$ cat src/include/otgsr_pkg.sv
// Constants for the OTG session and role support block.
// Assumes a single 125 MHz clock and a simple strobe register port.
package otgsr_pkg;
  // Register offsets, byte addresses on the 8-bit address port
  localparam logic [7:0] CTRL_OFS = 8'h00;
  localparam logic [7:0] STAT_OFS = 8'h04;
  localparam logic [7:0] FLAG_OFS = 8'h08;
  localparam logic [7:0] MASK_OFS = 8'h0c;
  localparam logic [7:0] TMR_OFS  = 8'h10;
  localparam logic [7:0] TCNT_OFS = 8'h14;
  localparam logic [7:0] CPUI_OFS = 8'h18;
  localparam logic [7:0] CPUE_OFS = 8'h1c;
  localparam logic [7:0] HWCF_OFS = 8'h20;

  // Control register fields
  localparam int VBUS_DRIVE_BIT = 0;
  localparam int VBUS_CHRG_BIT  = 1;
  localparam int VBUS_DCHG_BIT  = 2;
  localparam int LOC_PU_BIT     = 4;
  localparam int DP_PD_BIT      = 5;
  localparam int DM_PD_BIT      = 6;
  localparam int SRP_SEL_BIT    = 9;
  localparam int SRP_EN_BIT     = 10;

  // Status fields; pins occupy bits 0 to 6 in this order
  localparam int PLUG_BIT  = 0;
  localparam int BSEND_BIT = 2;
  localparam int ASESS_BIT = 3;
  localparam int BSESS_BIT = 4;
  localparam int DP_BIT    = 5;
  localparam int DM_BIT    = 6;
  localparam int JST_BIT   = 7;
  localparam int IDLE_BIT  = 8;
  localparam int SE0_BIT   = 9;

  // Event flag fields beyond the status-change flags 0 to 9, then the timer run, group and pin enable bits
  localparam int TOUT_BIT = 10;
  localparam int SRP_BIT  = 11;
  localparam int TMR_RUN_BIT = 31;
  localparam int GRP_BIT  = 9;
  localparam int PIN_EN_BIT = 0;
  localparam logic [11:0] WAKE_SET = 12'h811;

  // Reset values
  localparam logic [10:0] CTRL_RST = 11'h000;
  localparam logic [11:0] MASK_RST = 12'h000;
  localparam logic [15:0] TMR_RST  = 16'h0000;

  // Timing
  localparam int CLK_PERIOD_NS = 8;
  localparam int TICK_NS       = 10000;
  localparam int TICK_CYC      = TICK_NS / CLK_PERIOD_NS;
  localparam int LONG_SE0_US   = 2000;
  localparam int BUS_IDLE_US   = 3000;
  localparam int LONG_SE0_CYC  = (LONG_SE0_US * 1000) / CLK_PERIOD_NS;
  localparam int BUS_IDLE_CYC  = (BUS_IDLE_US * 1000) / CLK_PERIOD_NS;
endpackage

$ cat src/rtl/otgsr_top.sv
// OTG session and role support: control outputs, filtered status,
// event flags, interval timer and the shared interrupt pin latch.
// Assumes line-state and VBUS comparator pins are asynchronous.
//
// The implementer's own choices: the address map and strobed register access.
module otgsr_top #(
  parameter int unsigned LONG_SE0_CYC = otgsr_pkg::LONG_SE0_CYC,
  parameter int unsigned BUS_IDLE_CYC = otgsr_pkg::BUS_IDLE_CYC
) (
  // Clock and reset
  input  wire logic        CLK,
  input  wire logic        ARST_N,
  // Register port
  input  wire logic [7:0]  ADDR,
  input  wire logic [31:0] WDATA,
  input  wire logic        WR,
  input  wire logic        RD,
  output logic      [31:0] RDATA,
  // Bus and plug comparators
  input  wire logic        PLUG_TYPE_PIN,
  input  wire logic        A_VBUS_VLD,
  input  wire logic        B_SESS_END,
  input  wire logic        A_SESS_VLD,
  input  wire logic        B_SESS_VLD,
  input  wire logic        DP_IN,
  input  wire logic        DM_IN,
  // Analog controls
  output logic             VBUS_DRIVE,
  output logic             VBUS_CHARGE,
  output logic             VBUS_DISCHARGE,
  output logic             DP_PULLUP,
  output logic             DP_PULLDOWN,
  output logic             DM_PULLDOWN,
  output logic             A_DEVICE,
  // Interrupt and power
  input  wire logic        HOST_IRQ,
  input  wire logic        SAVE_MODE,
  output logic             PRIMARY_IRQ,
  output logic             WAKE_REQ
);

  typedef struct packed {
    logic [6:0]  s1;
    logic [6:0]  s2;
    logic [6:0]  s3;
    logic [6:0]  filt;
    logic [9:0]  prev;
    logic [10:0] ctrl;
    logic [11:0] flags;
    logic [11:0] mask;
    logic [15:0] ivl;
    logic        run;
    logic [15:0] tcnt;
    logic [10:0] div;
    logic [19:0] se0_cnt;
    logic [19:0] idle_cnt;
    logic        grp;
    logic        grp_en;
    logic        pin_en;
    logic        irq;
    logic        wake;
    logic [31:0] rdata;
  } otgsr_state_t;

  otgsr_state_t st_reg;
  otgsr_state_t st_next;

  // Sticky update where a new event beats a same-cycle clear
  function automatic logic [11:0] otgsr_w1c(logic [11:0] cur, logic [11:0] clr,
                                            logic [11:0] set);
    return set | (cur & ~clr);
  endfunction

  logic [9:0]  status;
  logic [6:0]  agree;
  logic        se0_long;
  logic        idle_long;
  logic        tick;
  logic        dl_edge;
  logic        vb_edge;
  logic        srp_ev;
  logic        tout_ev;
  logic [11:0] grp_upd;
  logic [11:0] ev;
  logic        wr_flag;
  logic        wr_cpui;

  assign se0_long  = st_reg.se0_cnt >= 20'(LONG_SE0_CYC);
  assign idle_long = st_reg.idle_cnt >= 20'(BUS_IDLE_CYC);
  assign status = {se0_long, idle_long,
                   st_reg.filt[otgsr_pkg::DP_BIT] & ~st_reg.filt[otgsr_pkg::DM_BIT],
                   st_reg.filt};
  assign tick = st_reg.div == 11'(otgsr_pkg::TICK_CYC - 1);
  assign wr_flag = WR && ADDR == otgsr_pkg::FLAG_OFS;
  assign wr_cpui = WR && ADDR == otgsr_pkg::CPUI_OFS;

  always_comb begin
    st_next = st_reg;
    // Only the second stage reads the first
    st_next.s1 = {DM_IN, DP_IN, B_SESS_VLD, A_SESS_VLD, B_SESS_END, A_VBUS_VLD, PLUG_TYPE_PIN};
    st_next.s2 = st_reg.s1;
    st_next.s3 = st_reg.s2;
    agree = ~(st_reg.s2 ^ st_reg.s3);
    st_next.filt = (st_reg.s3 & agree) | (st_reg.filt & ~agree);

    // Line-state timers; the idle bit lets software confirm the 3000 us settle
    if (st_next.filt[6:5] != 2'b00) begin
      st_next.se0_cnt = 20'h00000;
    end else if (!se0_long) begin
      st_next.se0_cnt = st_reg.se0_cnt + 20'h00001;
    end
    if (st_next.filt[6:5] != st_reg.filt[6:5]) begin
      st_next.idle_cnt = 20'h00000;
    end else if (!idle_long) begin
      st_next.idle_cnt = st_reg.idle_cnt + 20'h00001;
    end

    // SRP detection on the A side only
    dl_edge = (~st_reg.filt[otgsr_pkg::DP_BIT] & st_next.filt[otgsr_pkg::DP_BIT]) |
              (~st_reg.filt[otgsr_pkg::DM_BIT] & st_next.filt[otgsr_pkg::DM_BIT]);
    vb_edge = ~st_reg.filt[otgsr_pkg::ASESS_BIT] & st_next.filt[otgsr_pkg::ASESS_BIT] &
              ~st_reg.ctrl[otgsr_pkg::VBUS_DRIVE_BIT];
    srp_ev = st_reg.ctrl[otgsr_pkg::SRP_EN_BIT] & ~st_reg.filt[otgsr_pkg::PLUG_BIT] &
             (st_reg.ctrl[otgsr_pkg::SRP_SEL_BIT] ? dl_edge : vb_edge);

    // Interval timer in 10 us units
    tout_ev = 1'b0;
    if (st_reg.run) begin
      st_next.div = tick ? 11'h000 : st_reg.div + 11'h001;
      if (tick) begin
        st_next.tcnt = st_reg.tcnt + 16'h0001;
        if (st_reg.tcnt + 16'h0001 >= st_reg.ivl) begin
          tout_ev = 1'b1;
          st_next.run = 1'b0;
        end
      end
    end
    if (WR && ADDR == otgsr_pkg::TMR_OFS) begin
      st_next.ivl  = WDATA[15:0];
      st_next.run  = WDATA[otgsr_pkg::TMR_RUN_BIT];
      st_next.tcnt = 16'h0000;
      st_next.div  = 11'h000;
    end

    // Event flags
    st_next.prev = status;
    ev = {srp_ev, tout_ev, status ^ st_reg.prev};
    st_next.flags = otgsr_w1c(st_reg.flags, wr_flag ? WDATA[11:0] : 12'h000, ev);
    grp_upd = otgsr_w1c({11'h000, st_reg.grp},
                        {11'h000, wr_cpui & WDATA[otgsr_pkg::GRP_BIT]},
                        {11'h000, |(st_reg.flags & st_reg.mask)});
    st_next.grp = grp_upd[0];

    // Pin latch holds its level while the latch enable is clear
    if (st_reg.pin_en) begin
      st_next.irq = (st_reg.grp & st_reg.grp_en) | HOST_IRQ;
    end
    st_next.wake = SAVE_MODE & |(st_next.flags & st_reg.mask & otgsr_pkg::WAKE_SET);

    // Register writes
    if (WR) begin
      unique case (ADDR)
        otgsr_pkg::CTRL_OFS: st_next.ctrl = WDATA[10:0];
        otgsr_pkg::MASK_OFS: st_next.mask = WDATA[11:0];
        otgsr_pkg::CPUE_OFS: st_next.grp_en = WDATA[otgsr_pkg::GRP_BIT];
        otgsr_pkg::HWCF_OFS: st_next.pin_en = WDATA[otgsr_pkg::PIN_EN_BIT];
        default: ;
      endcase
    end

    // Read data one cycle after the strobe, zero otherwise
    st_next.rdata = 32'h00000000;
    if (RD) begin
      unique case (ADDR)
        otgsr_pkg::CTRL_OFS: st_next.rdata = {21'h000000, st_reg.ctrl};
        otgsr_pkg::STAT_OFS: st_next.rdata = {22'h000000, status};
        otgsr_pkg::FLAG_OFS: st_next.rdata = {20'h00000, st_reg.flags};
        otgsr_pkg::MASK_OFS: st_next.rdata = {20'h00000, st_reg.mask};
        otgsr_pkg::TMR_OFS:  st_next.rdata = {st_reg.run, 15'h0000, st_reg.ivl};
        otgsr_pkg::TCNT_OFS: st_next.rdata = {16'h0000, st_reg.tcnt};
        otgsr_pkg::CPUI_OFS: st_next.rdata = {22'h000000, st_reg.grp, 9'h000};
        otgsr_pkg::CPUE_OFS: st_next.rdata = {22'h000000, st_reg.grp_en, 9'h000};
        otgsr_pkg::HWCF_OFS: st_next.rdata = {31'h00000000, st_reg.pin_en};
        default: st_next.rdata = 32'h00000000;
      endcase
    end
  end

  always_ff @(posedge CLK or negedge ARST_N) begin
    if (!ARST_N) begin
      st_reg      <= '0;
      st_reg.ctrl <= otgsr_pkg::CTRL_RST;
      st_reg.mask <= otgsr_pkg::MASK_RST;
      st_reg.ivl  <= otgsr_pkg::TMR_RST;
    end else begin
      st_reg <= st_next;
    end
  end

  // Controls go straight out so software owns every pulse width
  assign VBUS_DRIVE     = st_reg.ctrl[otgsr_pkg::VBUS_DRIVE_BIT];
  assign VBUS_CHARGE    = st_reg.ctrl[otgsr_pkg::VBUS_CHRG_BIT];
  assign VBUS_DISCHARGE = st_reg.ctrl[otgsr_pkg::VBUS_DCHG_BIT];
  assign DP_PULLUP      = st_reg.ctrl[otgsr_pkg::LOC_PU_BIT];
  assign DP_PULLDOWN    = st_reg.ctrl[otgsr_pkg::DP_PD_BIT];
  assign DM_PULLDOWN    = st_reg.ctrl[otgsr_pkg::DM_PD_BIT];
  assign A_DEVICE       = ~st_reg.filt[otgsr_pkg::PLUG_BIT];
  assign PRIMARY_IRQ    = st_reg.irq;
  assign WAKE_REQ       = st_reg.wake;
  assign RDATA          = st_reg.rdata;

  property p_role;
    @(posedge CLK) disable iff (!ARST_N)
      st_reg.s2[otgsr_pkg::PLUG_BIT] == st_reg.s3[otgsr_pkg::PLUG_BIT]
      |=> A_DEVICE == !$past(st_reg.s3[otgsr_pkg::PLUG_BIT]);
  endproperty
  a_role: assert property (p_role) else $error("role disagrees with plug");

  property p_pullup;
    @(posedge CLK) disable iff (!ARST_N)
      WR && ADDR == otgsr_pkg::CTRL_OFS |=> DP_PULLUP == $past(WDATA[otgsr_pkg::LOC_PU_BIT]);
  endproperty
  a_pullup: assert property (p_pullup) else $error("pull-up not from control");

  property p_charge;
    @(posedge CLK) disable iff (!ARST_N)
      !WR |=> $stable(VBUS_CHARGE);
  endproperty
  a_charge: assert property (p_charge) else $error("charge moved without write");

  property p_srp_off;
    @(posedge CLK) disable iff (!ARST_N)
      !st_reg.ctrl[otgsr_pkg::SRP_EN_BIT] && !st_reg.flags[otgsr_pkg::SRP_BIT]
      |=> !st_reg.flags[otgsr_pkg::SRP_BIT];
  endproperty
  a_srp_off: assert property (p_srp_off) else $error("SRP seen while disabled");

  property p_tout;
    @(posedge CLK) disable iff (!ARST_N)
      st_reg.run && tick && st_reg.tcnt + 16'h0001 == st_reg.ivl && !WR
      |=> st_reg.flags[otgsr_pkg::TOUT_BIT] && !st_reg.run;
  endproperty
  a_tout: assert property (p_tout) else $error("timer expiry not flagged");

  property p_flag;
    @(posedge CLK) disable iff (!ARST_N)
      status[otgsr_pkg::BSESS_BIT] != st_reg.prev[otgsr_pkg::BSESS_BIT]
      |=> st_reg.flags[otgsr_pkg::BSESS_BIT];
  endproperty
  a_flag: assert property (p_flag) else $error("status change not latched");

  property p_hold;
    @(posedge CLK) disable iff (!ARST_N)
      !st_reg.pin_en |=> PRIMARY_IRQ == $past(PRIMARY_IRQ);
  endproperty
  a_hold: assert property (p_hold) else $error("pin moved while latched");

  property p_status_rd;
    @(posedge CLK) disable iff (!ARST_N)
      RD && ADDR == otgsr_pkg::STAT_OFS |=> RDATA[9:0] == $past(status) && RDATA[31:10] == 22'h000000;
  endproperty
  a_status_rd: assert property (p_status_rd) else $error("status read wrong");

  property p_wake;
    @(posedge CLK) disable iff (!ARST_N)
      WAKE_REQ |-> $past(SAVE_MODE) && |(st_reg.flags & otgsr_pkg::WAKE_SET);
  endproperty
  a_wake: assert property (p_wake) else $error("wake without enabled event");

  property p_dp_srp;
    @(posedge CLK) disable iff (!ARST_N)
      st_reg.ctrl[otgsr_pkg::SRP_EN_BIT] && st_reg.ctrl[otgsr_pkg::SRP_SEL_BIT] &&
      !st_reg.filt[otgsr_pkg::PLUG_BIT] && !st_reg.filt[otgsr_pkg::DP_BIT] &&
      st_reg.s2[otgsr_pkg::DP_BIT] && st_reg.s3[otgsr_pkg::DP_BIT] |=> st_reg.flags[otgsr_pkg::SRP_BIT];
  endproperty
  a_dp_srp: assert property (p_dp_srp) else $error("DP pulse not taken as session request");

  property p_dm_srp;
    @(posedge CLK) disable iff (!ARST_N)
      st_reg.ctrl[otgsr_pkg::SRP_EN_BIT] && st_reg.ctrl[otgsr_pkg::SRP_SEL_BIT] &&
      !st_reg.filt[otgsr_pkg::PLUG_BIT] && !st_reg.filt[otgsr_pkg::DM_BIT] &&
      st_reg.s2[otgsr_pkg::DM_BIT] && st_reg.s3[otgsr_pkg::DM_BIT] |=> st_reg.flags[otgsr_pkg::SRP_BIT];
  endproperty
  a_dm_srp: assert property (p_dm_srp) else $error("DM pulse not taken as session request");

  property p_vb_srp;
    @(posedge CLK) disable iff (!ARST_N)
      st_reg.ctrl[otgsr_pkg::SRP_EN_BIT] && !st_reg.ctrl[otgsr_pkg::SRP_SEL_BIT] &&
      !st_reg.filt[otgsr_pkg::PLUG_BIT] && !st_reg.ctrl[otgsr_pkg::VBUS_DRIVE_BIT] &&
      !st_reg.filt[otgsr_pkg::ASESS_BIT] && st_reg.s2[otgsr_pkg::ASESS_BIT] &&
      st_reg.s3[otgsr_pkg::ASESS_BIT] |=> st_reg.flags[otgsr_pkg::SRP_BIT];
  endproperty
  a_vb_srp: assert property (p_vb_srp) else $error("VBUS pulse not taken as session request");

  property p_b_side;
    @(posedge CLK) disable iff (!ARST_N)
      st_reg.filt[otgsr_pkg::PLUG_BIT] && !st_reg.flags[otgsr_pkg::SRP_BIT]
      |=> !st_reg.flags[otgsr_pkg::SRP_BIT];
  endproperty
  a_b_side: assert property (p_b_side) else $error("session request seen on B side");

  property p_tmr_load;
    @(posedge CLK) disable iff (!ARST_N)
      WR && ADDR == otgsr_pkg::TMR_OFS |=> st_reg.tcnt == 16'h0000 && st_reg.ivl == $past(WDATA[15:0]) &&
      st_reg.run == $past(WDATA[otgsr_pkg::TMR_RUN_BIT]);
  endproperty
  a_tmr_load: assert property (p_tmr_load) else $error("timer not restarted by write");

  property p_irq_pin;
    @(posedge CLK) disable iff (!ARST_N)
      st_reg.pin_en |=> PRIMARY_IRQ == $past((st_reg.grp && st_reg.grp_en) || HOST_IRQ);
  endproperty
  a_irq_pin: assert property (p_irq_pin) else $error("pin does not follow group and host");

  property p_grp_set;
    @(posedge CLK) disable iff (!ARST_N)
      |(st_reg.flags & st_reg.mask) |=> st_reg.grp;
  endproperty
  a_grp_set: assert property (p_grp_set) else $error("enabled flag missed group bit");

  property p_wake_off;
    @(posedge CLK) disable iff (!ARST_N)
      !SAVE_MODE |=> !WAKE_REQ;
  endproperty
  a_wake_off: assert property (p_wake_off) else $error("wake outside power save");

  property p_ctrl_out;
    @(posedge CLK) disable iff (!ARST_N)
      !(WR && ADDR == otgsr_pkg::CTRL_OFS)
      |=> $stable({VBUS_DRIVE, VBUS_CHARGE, VBUS_DISCHARGE, DP_PULLUP, DP_PULLDOWN, DM_PULLDOWN});
  endproperty
  a_ctrl_out: assert property (p_ctrl_out) else $error("control output moved without write");

  property p_sticky;
    @(posedge CLK) disable iff (!ARST_N)
      !wr_flag |=> (st_reg.flags & $past(st_reg.flags)) == $past(st_reg.flags);
  endproperty
  a_sticky: assert property (p_sticky) else $error("event flag lost without clear");

  property p_rd_idle;
    @(posedge CLK) disable iff (!ARST_N)
      !RD |=> RDATA == 32'h00000000;
  endproperty
  a_rd_idle: assert property (p_rd_idle) else $error("read data outside read slot");

  property p_se0_stat;
    @(posedge CLK) disable iff (!ARST_N)
      status[otgsr_pkg::SE0_BIT] |-> !st_reg.filt[otgsr_pkg::DP_BIT] && !st_reg.filt[otgsr_pkg::DM_BIT];
  endproperty
  a_se0_stat: assert property (p_se0_stat) else $error("long SE0 shown with a line high");

endmodule // otgsr_top

$ cat config.mk
export PLATFORM = sky130hd
export DESIGN_NAME = otgsr_top
export DESIGN_NICKNAME = d
export VERILOG_FILES = /design/src/include/otgsr_pkg.sv /design/src/rtl/otgsr_top.sv
export SDC_FILE = /design/constraint.sdc
export NUM_CORES = 1
export LEC_CHECK = 0
export BUFFER_PORTS_ARGS = -buffer_cell sky130_fd_sc_hd__buf_2
export CAP_MARGIN = 20
export CORE_MARGIN = 1
export CORE_UTILIZATION = 61
export CTS_BUF_LIST = sky130_fd_sc_hd__clkbuf_4 sky130_fd_sc_hd__clkbuf_8
export DETAILED_ROUTE_END_ITERATION = 10
export GPL_ROUTABILITY_DRIVEN = 0
export PLACE_DENSITY_LB_ADDON = 0.05
export SYNTH_ARGS = -nofsm -noshare
export SYNTH_HDL_FRONTEND = slang
export SYNTH_SLANG_ARGS = --single-unit
$ cat constraint.sdc
create_clock -name CLK -period 3.9 [get_ports CLK]
set_clock_uncertainty 0.2 [all_clocks]
set_input_delay 0.195 -clock CLK [delete_from_list [all_inputs] [get_ports CLK]]
set_output_delay 0.195 -clock CLK [all_outputs]
set_load 0.03 [all_outputs]
==> impl_metrics.prom, run 1 <==
# TYPE chip_impl_metric gauge
chip_impl_metric{name="tightest_pin_transition",unit="ps"} 977
chip_impl_metric{name="synth_sequential_area_ratio",unit="%"} 49.6
chip_impl_metric{name="p_seq_share",unit="%"} 51.9
chip_impl_metric{name="post_drt_via_cell_ratio",unit=""} 5.96
chip_impl_info{name="critical_path_source_type",value="register"} 1
chip_impl_metric{name="synthesis.yosys.warnings",unit=""} 0
chip_impl_metric{name="synth.lib_cells_used.distinct",unit=""} 68
chip_impl_info{name="outcome",value="complete, no violations"} 1
chip_impl_info{name="hold_path.class",value="in -> reg"} 1
chip_impl_metric{name="achievable-frequency",unit="MHz"} 300
chip_impl_info{name="cts_tree",value="yes"} 1
chip_impl_metric{name="share_clk_of_total_power",unit="%"} 31.8
chip_impl_metric{name="ctsLongestPathBuffers",unit=""} 2
chip_impl_metric{name="start_util",unit="%"} 62.4
chip_impl_info{name="synth-main-ff-cell",value="dfrtp_1"} 1
chip_impl_metric{name="slew_viol_final",unit=""} 0
chip_impl_metric{name="cts.sink_count",unit=""} 179
chip_impl_metric{name="die_area",unit="um2"} 15300
chip_impl_info{name="grt_setup_unrepaired",value="no"} 1
chip_impl_metric{name="final_util",unit="%"} 69.5
chip_impl_metric{name="clock_latency",unit="ps"} 470
chip_impl_metric{name="layout-area-overhead-vs-synth",unit="%"} 11.3
chip_impl_metric{name="vdd_ir_drop_max",unit="mV"} 0.280
chip_impl_metric{name="drive_above_1_share",unit="%"} 16.0
chip_impl_metric{name="synth.avg_cell_area",unit="um2"} 10.0
chip_impl_metric{name="maxCapViolCount",unit=""} 0
chip_impl_metric{name="fin_nets",unit=""} 1046
chip_impl_metric{name="grt_overflow_total",unit=""} 0
chip_impl_metric{name="synth_enable_flop_cells",unit=""} 0
chip_impl_metric{name="cts_resized",unit=""} 0
chip_impl_metric{name="cellInternalPower",unit="mW"} 2.91
chip_impl_metric{name="detail_route.iter0.violations",unit=""} 445
chip_impl_metric{name="share_of_flip_flops_with_an_asynchronous_set_or_reset",unit="%"} 100
chip_impl_metric{name="grt_usage",unit="%"} 28.8
chip_impl_metric{name="die_w",unit="um"} 124
chip_impl_metric{name="count_of_vias_placed_by_the_detailed_router",unit=""} 6941
chip_impl_metric{name="timing.hold.ws",unit="ps"} 30.6
chip_impl_metric{name="post_detailed_route_wirelength_per_cell",unit="um"} 17.6
chip_impl_metric{name="crit_path_max_fanout",unit=""} 6
chip_impl_metric{name="final_period_minus_worst_setup_slack",unit="ps"} 3330
chip_impl_metric{name="filler_cell_count",unit=""} 1100
chip_impl_metric{name="comb_power_share",unit="%"} 16.3
chip_impl_metric{name="largest_net_degree_at_the_start_of_global_routing",unit=""} 101
chip_impl_info{name="yosys.area.top_type",value="dfrtp_1"} 1
chip_impl_metric{name="worst_ep_required",unit="ps"} 4060
chip_impl_metric{name="totalNegativeSetupSlack",unit="ps"} 0
chip_impl_metric{name="clock_tree.htree_level_count",unit=""} 4
chip_impl_metric{name="critical_path_arrival",unit="ps"} 3490
chip_impl_metric{name="postSynthCellCount",unit=""} 900
chip_impl_metric{name="antenna_violating_nets_post_route",unit=""} 0
chip_impl_metric{name="hpwl",unit="mm"} 14.2
chip_impl_metric{name="drt-total-wl",unit="mm"} 20.5
chip_impl_metric{name="netlist.area_leader.share",unit="%"} 49.6
chip_impl_metric{name="placement_rows",unit=""} 44
chip_impl_metric{name="largest_reg_flops",unit=""} 133
chip_impl_metric{name="finalHoldViolCount",unit=""} 0
chip_impl_metric{name="clock_transition_at_the_register_clock_pins_on_the_worst_setup_and_hold_paths_after_cts",unit="ps"} 90
chip_impl_metric{name="synth_seq_cells",unit=""} 179
chip_impl_metric{name="timing.max_slew.rel_slack",unit="%"} 34.4
chip_impl_metric{name="number_of_antenna_violations_at_the_first_check_in_global_routing",unit=""} 0
chip_impl_metric{name="io_buffers",unit=""} 63
chip_impl_metric{name="post-route-period-util",unit="%"} 85.4
chip_impl_metric{name="die_h",unit="um"} 124
chip_impl_metric{name="grt_first_pass_wirelength",unit="mm"} 33.3
chip_impl_info{name="critPathCaptureType",value="register"} 1
chip_impl_metric{name="mappedNetlistArea",unit="um2"} 9040
chip_impl_metric{name="first_global_vias",unit=""} 6651
chip_impl_info{name="critPathKind",value="reg -> reg"} 1
chip_impl_metric{name="detail_route.drc_violations",unit=""} 0
chip_impl_metric{name="switchingPower",unit="mW"} 1.17
chip_impl_info{name="synth.cells.most_frequent",value="179 x dfrtp_1, 111 x nand2_1, 84 x nor2_1"} 1
chip_impl_metric{name="total_leakage_power",unit="nW"} 4.49
chip_impl_metric{name="final-setup-viol-count",unit=""} 0
chip_impl_metric{name="coreArea",unit="um2"} 14500
chip_impl_info{name="ctsRootBufferMaster",value="clkbuf_8"} 1
chip_impl_metric{name="powerDensity",unit="nW/um2"} 405
chip_impl_metric{name="drt_first_pass_iters",unit=""} 5
chip_impl_metric{name="cts_buffers",unit=""} 17
chip_impl_metric{name="switching_share",unit="%"} 28.7
chip_impl_metric{name="io_pins",unit=""} 94
chip_impl_info{name="ys_top_cells_by_area",value="dfrtp_1 50%, nand2_1 4.6%, mux2_2 3.6%"} 1
chip_impl_info{name="post-synth-top-count-cell",value="dfrtp_1"} 1
cell usage in the layout (no fill, tap or decap), types with 14 or more instances in the layout:
cell type,synthesis,final
dfrtp_1,179,179
nand2_1,111,111
nor2_1,84,84
buf_2,8,63
o21ai_0,37,37
inv_1,32,32
dlygate4sd3_1,0,32
a21oi_1,30,30
xnor2_1,29,29
mux2_2,29,29
nand3_1,26,26
xor2_1,26,26
ha_1,25,25
nand4_1,19,19
mux2i_1,18,18
clkbuf_8,0,17
conb_1,1,15
or4_1,14,14
power by group through the flow:
| stage | clock (mW) | sequential, mW | combinational, mW |
|---|---|---|---|
| after floorplan | 0 | 2.12 | 0.456 |
| after global placement | 0 | 2.14 | 0.610 |
| after detailed placement | 0 | 2.15 | 0.632 |
| after CTS | 1.33 | 2.12 | 0.663 |
| after global routing | 1.40 | 2.14 | 0.757 |
| final | 1.30 | 2.12 | 0.663 |
timing repair:
| action | CTS | global route |
|---|---|---|
| setup buffers | 0 | 0 |
| hold buffers | 32 | 0 |
| endpoints found under the hold margin | 163 | 0 |
cell families after synthesis:
logic type                 share of synthesized area (%)
and+or+nand+nor                                     18.8
DFF                                                 49.6
AOI/OAI and AO/OA                                   10.3
buffers and inverters                               6.09
xor gates and xnor gates                            5.33
muxes                                               5.61
adders and majority gates                           4.24
other                                             0.0415
per-layer routing:
| layer | track usage [%] | vias to the layer above | wire [um] | part of all wire (%) |
|---|---|---|---|---|
| met1 | 37.9 | 3408 | 8840 | 43 |
| met2 | 47.4 | 252 | 10000 | 49 |
| met5 | 0 | - | 0 | 0 |
| met4 | 11.1 | 0 | 535 | 2.6 |
| li1 | - | 3239 | - | - |
| met3 | 5.22 | 42 | 1130 | 5.5 |
final timing paths:
path                         startpoint      endpoint  slack [ps]  cells past startpoint
max                          st_reg[88]   st_reg[104]         570                     12
min                             ADDR[6]      RDATA[0]          30                      6
max reg2reg                  st_reg[88]   st_reg[104]         570                     12
min reg2reg                st_next[186]  st_next[179]         150                      0
max in group asynchronous        ARST_N   st_reg[141]        2470                      3
min in group asynchronous        ARST_N   st_reg[134]         190                      2
through the flow:
stage	power, mW	std cells	worst slack (ps)	area (um2)
6_report	4.08	1164	569	10100
5_1_grt	4.29	1163	267	10100
4_1_cts	4.11	1162	597	10000
3_5_place_dp	2.78	1100	634	9330
3_3_place_gp	2.75	1100	691	9330
2_1_floorplan	2.58	914	850	9090
worst max-delay path: stages, from the launching register on:
cell	delay, ps
dfrtp_1	460
ha_1	240
and3_1	240
nand4_1	130
buf_4	200
nor3_1	230
xor2_1	180
ha_1	260
o21ai_0	150
nor2_1	60
a211o_1	260
a211o_1	320
a311oi_1	290
final cells by class:
type                            instances  area (um2)  share of cell area (%)
Antenna cell                            1        2.50                  0.0249
Clock buffer                           21         264                    2.63
Clock inverter                          9         133                    1.32
Inverter                               34         128                    1.27
Multi-Input combinational cell        629        4070                    40.4
Sequential cell                       179        4480                    44.5
Tap cell                              184         230                    2.29
Timing Repair Buffer                  107         754                    7.50
Power figures use the tool's default switching activity.
==> run 2, diff against run 1 <==
--- a/config.mk
+++ b/config.mk
@@ -7,7 +7,7 @@
 export LEC_CHECK = 0
 export BUFFER_PORTS_ARGS = -buffer_cell sky130_fd_sc_hd__buf_2
 export CAP_MARGIN = 20
-export CORE_MARGIN = 1
+export CORE_MARGIN = 4
 export CORE_UTILIZATION = 61
 export CTS_BUF_LIST = sky130_fd_sc_hd__clkbuf_4 sky130_fd_sc_hd__clkbuf_8
 export DETAILED_ROUTE_END_ITERATION = 10
==> run 2 against run 1 <==
Net effect:
- global-route usage is 2.6 points lower
- combinational power grew 1%
- clock-buffer cell count unchanged
- first-iteration DRC count increased by 0.90%
- sequential power about the same
- worst setup slack better by 130 ps
- largest cell class unchanged
==> impl_metrics.prom, run 2 (same netlist as run 1, synthesis figures left out) <==
# TYPE chip_impl_metric gauge
chip_impl_metric{name="placement_rows",unit=""} 44
chip_impl_metric{name="coreArea",unit="um2"} 14500
chip_impl_metric{name="antenna_violating_nets_post_route",unit=""} 0
chip_impl_info{name="critical_path_source_type",value="register"} 1
chip_impl_metric{name="die_w",unit="um"} 130
chip_impl_info{name="critPathKind",value="reg -> reg"} 1
chip_impl_metric{name="cellInternalPower",unit="mW"} 2.93
chip_impl_metric{name="drive_above_1_share",unit="%"} 16.3
chip_impl_metric{name="p_total",unit="mW"} 4.12
chip_impl_info{name="cts_tree",value="yes"} 1
chip_impl_metric{name="clock_tree.htree_level_count",unit=""} 4
chip_impl_metric{name="slew_viol_final",unit=""} 0
chip_impl_info{name="outcome",value="complete, no violations"} 1
chip_impl_metric{name="start_util",unit="%"} 62.2
chip_impl_metric{name="post_detailed_route_wirelength_per_cell",unit="um"} 17.7
chip_impl_metric{name="switchingPower",unit="mW"} 1.19
chip_impl_metric{name="final_period_minus_worst_setup_slack",unit="ps"} 3200
chip_impl_metric{name="share_clk_of_total_power",unit="%"} 32.3
chip_impl_metric{name="vdd_ir_drop_max",unit="mV"} 0.306
chip_impl_metric{name="slowest_cell_delay_on_critical_path",unit="ps"} 450
chip_impl_metric{name="die_h",unit="um"} 130
chip_impl_metric{name="filler_cell_count",unit=""} 1114
chip_impl_metric{name="count_of_vias_placed_by_the_detailed_router",unit=""} 6868
chip_impl_metric{name="timing.max_slew.rel_slack",unit="%"} 31.2
chip_impl_metric{name="finalHoldViolCount",unit=""} 0
chip_impl_metric{name="grt_first_pass_wirelength",unit="mm"} 34.5
chip_impl_info{name="cp_slowest_cell",value="dfrtp_1"} 1
chip_impl_metric{name="p_seq_share",unit="%"} 51.4
chip_impl_metric{name="detail_route.iter0.violations",unit=""} 449
chip_impl_metric{name="ctsLongestPathBuffers",unit=""} 2
chip_impl_info{name="critical_path.cell_chain",value="nand3_1, nor4_2, buf_4, nand3_1, xnor2_1, ha_1, a211oi_1, nor2_1, a211o_1, a211o_1, a311oi_1"} 1
chip_impl_metric{name="powerDensity",unit="nW/um2"} 408
chip_impl_metric{name="first_global_vias",unit=""} 7042
chip_impl_metric{name="crit_path_max_fanout",unit=""} 6
chip_impl_info{name="most_used_cells_in_the_layout_excluding_fill_and_tap_cells",value="179 x dfrtp_1, 111 x nand2_1, 84 x nor2_1"} 1
chip_impl_metric{name="cts_buffers",unit=""} 17
chip_impl_info{name="grt_setup_unrepaired",value="no"} 1
chip_impl_metric{name="post-cts-setup-buffers",unit=""} 0
chip_impl_metric{name="post-route-period-util",unit="%"} 82.1
chip_impl_metric{name="post_drt_via_cell_ratio",unit=""} 5.87
chip_impl_metric{name="final-setup-viol-count",unit=""} 0
chip_impl_metric{name="buffering_stage_count_on_the_worst_path_with_inverters_included",unit=""} 1
chip_impl_metric{name="layout-area-overhead-vs-synth",unit="%"} 11.9
chip_impl_metric{name="clock_latency",unit="ps"} 470
chip_impl_metric{name="drt-total-wl",unit="mm"} 20.7
chip_impl_metric{name="achievable-frequency",unit="MHz"} 312
chip_impl_metric{name="cts.sink_count",unit=""} 179
chip_impl_metric{name="io_pins",unit=""} 94
chip_impl_metric{name="postLayoutSetupSlackWorst",unit="ps"} 699
chip_impl_metric{name="comb_power_share",unit="%"} 16.3
chip_impl_metric{name="antenna-diode-count",unit=""} 0
chip_impl_metric{name="grt_overflow_total",unit=""} 0
chip_impl_metric{name="dpl_cell_area",unit="um2"} 9340
chip_impl_info{name="layout_commonest_cell",value="dfrtp_1"} 1
chip_impl_metric{name="cts_resized",unit=""} 0
chip_impl_metric{name="largest_net_degree_at_the_start_of_global_routing",unit=""} 92
chip_impl_metric{name="largest_reg_flops",unit=""} 133
chip_impl_metric{name="grt_usage",unit="%"} 26.2
chip_impl_metric{name="totalNegativeSetupSlack",unit="ps"} 0
chip_impl_metric{name="drt_first_pass_iters",unit=""} 5
chip_impl_info{name="hold_path.class",value="in -> reg"} 1
chip_impl_metric{name="hpwl",unit="mm"} 14.3
chip_impl_metric{name="maxCapViolCount",unit=""} 0
chip_impl_metric{name="number_of_antenna_violations_at_the_first_check_in_global_routing",unit=""} 0
chip_impl_info{name="worst_path_dominant_cell_family",value="compound AO/OA/AOI/OAI gates"} 1
chip_impl_metric{name="detail_route.drc_violations",unit=""} 0
chip_impl_metric{name="post_route_cell_area",unit="um2"} 10100
chip_impl_metric{name="critical_path_arrival",unit="ps"} 3380
chip_impl_metric{name="pre_cts_ws",unit="ps"} 724
chip_impl_metric{name="tightest_pin_transition",unit="ps"} 1020
chip_impl_metric{name="die_area",unit="um2"} 16800
chip_impl_info{name="ctsRootBufferMaster",value="clkbuf_8"} 1
chip_impl_metric{name="total_leakage_power",unit="nW"} 4.51
chip_impl_metric{name="holdBufCountCts",unit=""} 35
chip_impl_info{name="critPathCaptureType",value="register"} 1
chip_impl_metric{name="fin_nets",unit=""} 1051
chip_impl_metric{name="switching_share",unit="%"} 28.9
chip_impl_metric{name="io_buffers",unit=""} 63
chip_impl_metric{name="worst_ep_required",unit="ps"} 4070
chip_impl_metric{name="clock_transition_at_the_register_clock_pins_on_the_worst_setup_and_hold_paths_after_cts",unit="ps"} 90
run 2: final cells by class:
| type | instances | area, um2 | area share (%) |
|---|---|---|---|
| clock buffers | 21 | 270 | 2.67 |
| clock inverters | 11 | 151 | 1.50 |
| inverters | 34 | 128 | 1.26 |
| multi-input cells | 629 | 4070 | 40.2 |
| flip-flops and latches | 179 | 4480 | 44.3 |
| well taps | 184 | 230 | 2.28 |
| repair buffers | 112 | 790 | 7.81 |
run 2: stage by stage:
stage,instances,hold WS [ps],utilization (%)
5_1_grt,1170,133,69.6
6_report,1170,88.2,69.6
4_1_cts,1170,52.0,69.6
3_3_place_gp,1103,103,64.3
3_5_place_dp,1103,104,64.3
2_1_floorplan,914,-301,-
run 2: power groups by stage:
stage	sequential, mW	clock, mW	combinational, mW
floorplan	2.12	0	0.456
global placement	2.14	0	0.614
detailed placement	2.15	0	0.643
CTS	2.11	1.37	0.675
global route	2.14	1.44	0.759
finish	2.12	1.33	0.671
run 2: worst min-delay path: stages:
cell and delay, ps:
buf_2 180, inv_1 110, nand2_1 70, o21ai_0 70, nand4_1 90
run 2: worst paths after layout:
kind                            slack [ps]  cells after the start         start            to
worst max-delay path                   700                     11    st_reg[90]   st_reg[104]
worst min-delay path                    90                      5       ADDR[2]    st_reg[36]
worst max register to register         700                     11    st_reg[90]   st_reg[104]
worst min register to register         150                      0  st_next[184]  st_next[177]
max in group asynchronous             2360                      3        ARST_N    st_reg[95]
min in group asynchronous              150                      2        ARST_N   st_reg[175]
run 2: layer usage:
metal  track usage (%)  share of wire [%]
met1              33.1                 42
met4              8.92                2.1
met2              44.9                 50
met3              5.69                5.6
met5                 0                  0
==> run 3, diff against run 2 <==
--- a/config.mk
+++ b/config.mk
@@ -8,7 +8,7 @@
 export BUFFER_PORTS_ARGS = -buffer_cell sky130_fd_sc_hd__buf_2
 export CAP_MARGIN = 20
 export CORE_MARGIN = 4
-export CORE_UTILIZATION = 61
+export CORE_UTILIZATION = 55
 export CTS_BUF_LIST = sky130_fd_sc_hd__clkbuf_4 sky130_fd_sc_hd__clkbuf_8
 export DETAILED_ROUTE_END_ITERATION = 10
 export GPL_ROUTABILITY_DRIVEN = 0
==> constraint.sdc (replaced) <==
create_clock -name CLK -period 2.85 [get_ports CLK]
set_clock_uncertainty 0.2 [all_clocks]
set_input_delay 0.1425 -clock CLK [delete_from_list [all_inputs] [get_ports CLK]]
set_output_delay 0.1425 -clock CLK [all_outputs]
set_load 0.03 [all_outputs]
==> run 3 against run 2 <==
Net effect:
- the flow now finishes with violations (negative setup slack)
- register-to-register slack got worse by 730 ps
- global-route usage decreased by 1.7 points
- sequential share of layout area decreased by 1.2 points
- cell area increased by 2.8%
- clock power rose by 32%
- sequential power increased by 36%
- worst setup slack worse by 730 ps
- worst hold slack lost 16 ps
- combinational power up 55%
- total power is 38% higher
- highest routed layer unchanged
==> impl_metrics.prom, run 3 (same netlist as run 1, synthesis figures left out) <==
# TYPE chip_impl_metric gauge
chip_impl_metric{name="die_h",unit="um"} 136
chip_impl_metric{name="largest_reg_flops",unit=""} 133
chip_impl_metric{name="totalNegativeSetupSlack",unit="ps"} -46.4
chip_impl_info{name="outcome",value="finished, violations left"} 1
chip_impl_metric{name="worst_ep_required",unit="ps"} 3030
chip_impl_info{name="cp_slowest_cell",value="dfrtp_1"} 1
chip_impl_metric{name="drive_above_1_share",unit="%"} 19.4
chip_impl_info{name="failed_checks",value="negative setup slack"} 1
chip_impl_metric{name="tightest_pin_transition",unit="ps"} 752
chip_impl_metric{name="antenna_violating_nets_post_route",unit=""} 0
chip_impl_metric{name="io_pins",unit=""} 94
chip_impl_metric{name="number_of_antenna_violations_at_the_first_check_in_global_routing",unit=""} 0
chip_impl_info{name="layout_commonest_cell",value="dfrtp_1"} 1
chip_impl_metric{name="final_util",unit="%"} 65.0
chip_impl_info{name="critical_path.cell_chain",value="ha_2, and3_4, nand4_1, nor2_1, xor2_1, ha_1, nand4_1, nor2_1, a211o_1, a211o_1, a311oi_2"} 1
chip_impl_metric{name="achievable-frequency",unit="MHz"} 347
chip_impl_info{name="critPathCaptureType",value="register"} 1
chip_impl_metric{name="powerDensity",unit="nW/um2"} 546
chip_impl_metric{name="critical_path_arrival",unit="ps"} 3060
chip_impl_metric{name="fin_nets",unit=""} 1078
chip_impl_metric{name="post_detailed_route_wirelength_per_cell",unit="um"} 17.4
chip_impl_metric{name="slowest_cell_delay_on_critical_path",unit="ps"} 410
chip_impl_metric{name="die_w",unit="um"} 136
chip_impl_metric{name="final_period_minus_worst_setup_slack",unit="ps"} 2880
chip_impl_metric{name="buffering_stage_count_on_the_worst_path_with_inverters_included",unit=""} 0
chip_impl_metric{name="detail_route.drc_violations",unit=""} 0
chip_impl_metric{name="count_of_vias_placed_by_the_detailed_router",unit=""} 6936
chip_impl_metric{name="cts.sink_count",unit=""} 179
chip_impl_metric{name="die_area",unit="um2"} 18500
chip_impl_metric{name="antenna-diode-count",unit=""} 0
chip_impl_metric{name="post-route-period-util",unit="%"} 101
chip_impl_info{name="worst_path_dominant_cell_family",value="compound AO/OA/AOI/OAI gates"} 1
chip_impl_metric{name="drt-total-wl",unit="mm"} 21.4
chip_impl_info{name="cts_tree",value="yes"} 1
chip_impl_metric{name="crit_path_max_fanout",unit=""} 3
chip_impl_metric{name="io_buffers",unit=""} 63
chip_impl_metric{name="layout-area-overhead-vs-synth",unit="%"} 15.0
chip_impl_metric{name="hpwl",unit="mm"} 15.3
chip_impl_metric{name="detail_route.iter0.violations",unit=""} 416
chip_impl_info{name="grt_setup_unrepaired",value="yes"} 1
chip_impl_metric{name="clock_latency",unit="ps"} 470
chip_impl_metric{name="total_leakage_power",unit="nW"} 4.65
chip_impl_metric{name="cts_buffers",unit=""} 17
chip_impl_metric{name="ctsLongestPathBuffers",unit=""} 2
chip_impl_metric{name="grt_usage",unit="%"} 24.5
chip_impl_info{name="hold_path.class",value="in -> reg"} 1
chip_impl_metric{name="slew_viol_final",unit=""} 0
chip_impl_info{name="most_used_cells_in_the_layout_excluding_fill_and_tap_cells",value="179 x dfrtp_1, 111 x nand2_1, 84 x nor2_1"} 1
chip_impl_metric{name="post-place-cells",unit=""} 1159
chip_impl_metric{name="placement_rows",unit=""} 46
chip_impl_metric{name="start_util",unit="%"} 56.5
chip_impl_metric{name="largest_net_degree_at_the_start_of_global_routing",unit=""} 86
chip_impl_metric{name="postLayoutSetupSlackWorst",unit="ps"} -30.2
chip_impl_metric{name="coreArea",unit="um2"} 16000
chip_impl_metric{name="grt_overflow_total",unit=""} 0
chip_impl_info{name="ctsRootBufferMaster",value="clkbuf_8"} 1
chip_impl_info{name="critPathKind",value="reg -> reg"} 1
chip_impl_metric{name="vdd_ir_drop_max",unit="mV"} 0.310
chip_impl_info{name="critical_path_source_type",value="register"} 1
chip_impl_metric{name="drt_first_pass_iters",unit=""} 5
chip_impl_metric{name="timing.max_slew.rel_slack",unit="%"} 49.9
chip_impl_metric{name="post_drt_via_cell_ratio",unit=""} 5.65
chip_impl_metric{name="clock_transition_at_the_register_clock_pins_on_the_worst_setup_and_hold_paths_after_cts",unit="ps"} 90
chip_impl_metric{name="finish.cell_count_without_fillers",unit=""} 1228
chip_impl_metric{name="grt_first_pass_wirelength",unit="mm"} 35.7
chip_impl_metric{name="first_global_vias",unit=""} 7100
chip_impl_metric{name="final-setup-viol-count",unit=""} 2
chip_impl_metric{name="finalHoldViolCount",unit=""} 0
chip_impl_metric{name="clock_tree.htree_level_count",unit=""} 4
chip_impl_metric{name="maxCapViolCount",unit=""} 0
==> run 3: cell count changes in the layout (fill, tap and decap cells not counted), moves of 2 or more <==
cell / previous run / this run
buf_4: 13 / 39
nor3_1: 11 / 9
clkbuf_4: 3 / 1
nand3_2: 1 / 3
nand3_1: 26 / 24
nor3_2: 1 / 3
==> run 3: what timing repair did <==
item,CTS,global route
pin swaps,3,1
cloned,0,0
endpoints found under the hold margin,159,0
resized for setup,0,5
endpoints found under the setup margin,2,2
buffers inserted,3,0
hold buffers,35,0
==> run 3: final timing paths <==
kind	start	endpoint	slack (ps)	depth (start not counted)
setup reg to reg	st_reg[88]	st_reg[104]	-30	11
setup / recovery	st_reg[88]	st_reg[104]	-30	11
max in group asynchronous	ARST_N	st_reg[73]	1600	3
hold / removal	ADDR[2]	RDATA[0]	70	4
hold reg to reg	st_next[185]	st_next[178]	150	0
min in group asynchronous	ARST_N	asynchronous set/reset pin	110	2
==> run 3: area by class of cell <==
| type | instances | area (um2) |
|---|---|---|
| multi-input combinational | 629 | 4120 |
| timing repair buffer | 139 | 1000 |
| fill | 1360 | 5610 |
| sequential | 179 | 4480 |
| tap | 216 | 270 |
| inverter | 34 | 128 |
| clock buffer | 20 | 269 |
| clock inverter | 11 | 128 |
==> run 3: worst register-to-register path, cell delays in order, from the launching register on <==
cell      delay, ps
dfrtp_1         410
ha_2            210
and3_4          190
nand4_1         160
nor2_1          190
xor2_1          170
ha_1            250
nand4_1         130
nor2_1           70
a211o_1         280
a211o_1         280
a311oi_2        250
==> run 3: report_power, final <==
part	internal (mW)	leakage, nW	switching, mW
Combinational	0.457	2.27	0.581
Clock	0.835	0.195	0.917
Sequential	2.71	2.18	0.183
Total	4.00	4.65	1.68
==> run 3: stage by stage <==
step                total power [mW]  hold WS [ps]  instance area, um2  setup WS (ps)
floorplan                       3.55          -353                9140          -14.1
global placement                3.86          36.9                9600         0.0295
detailed placement              3.90          51.7                9600          -62.5
CTS                             5.72          51.7               10400          -10.8
global route                    5.97          68.7               10400           -126
finish                          5.68          72.0               10400          -30.2
==> run 3: per-layer routing <==
layer  track usage (%)  vias up  wire length, um
met5                 0        -                0
li1                  -     3310                -
met2              40.5      170            10400
met4              9.35        0              627
met1              32.1     3416             9440
met3              4.77       40              906
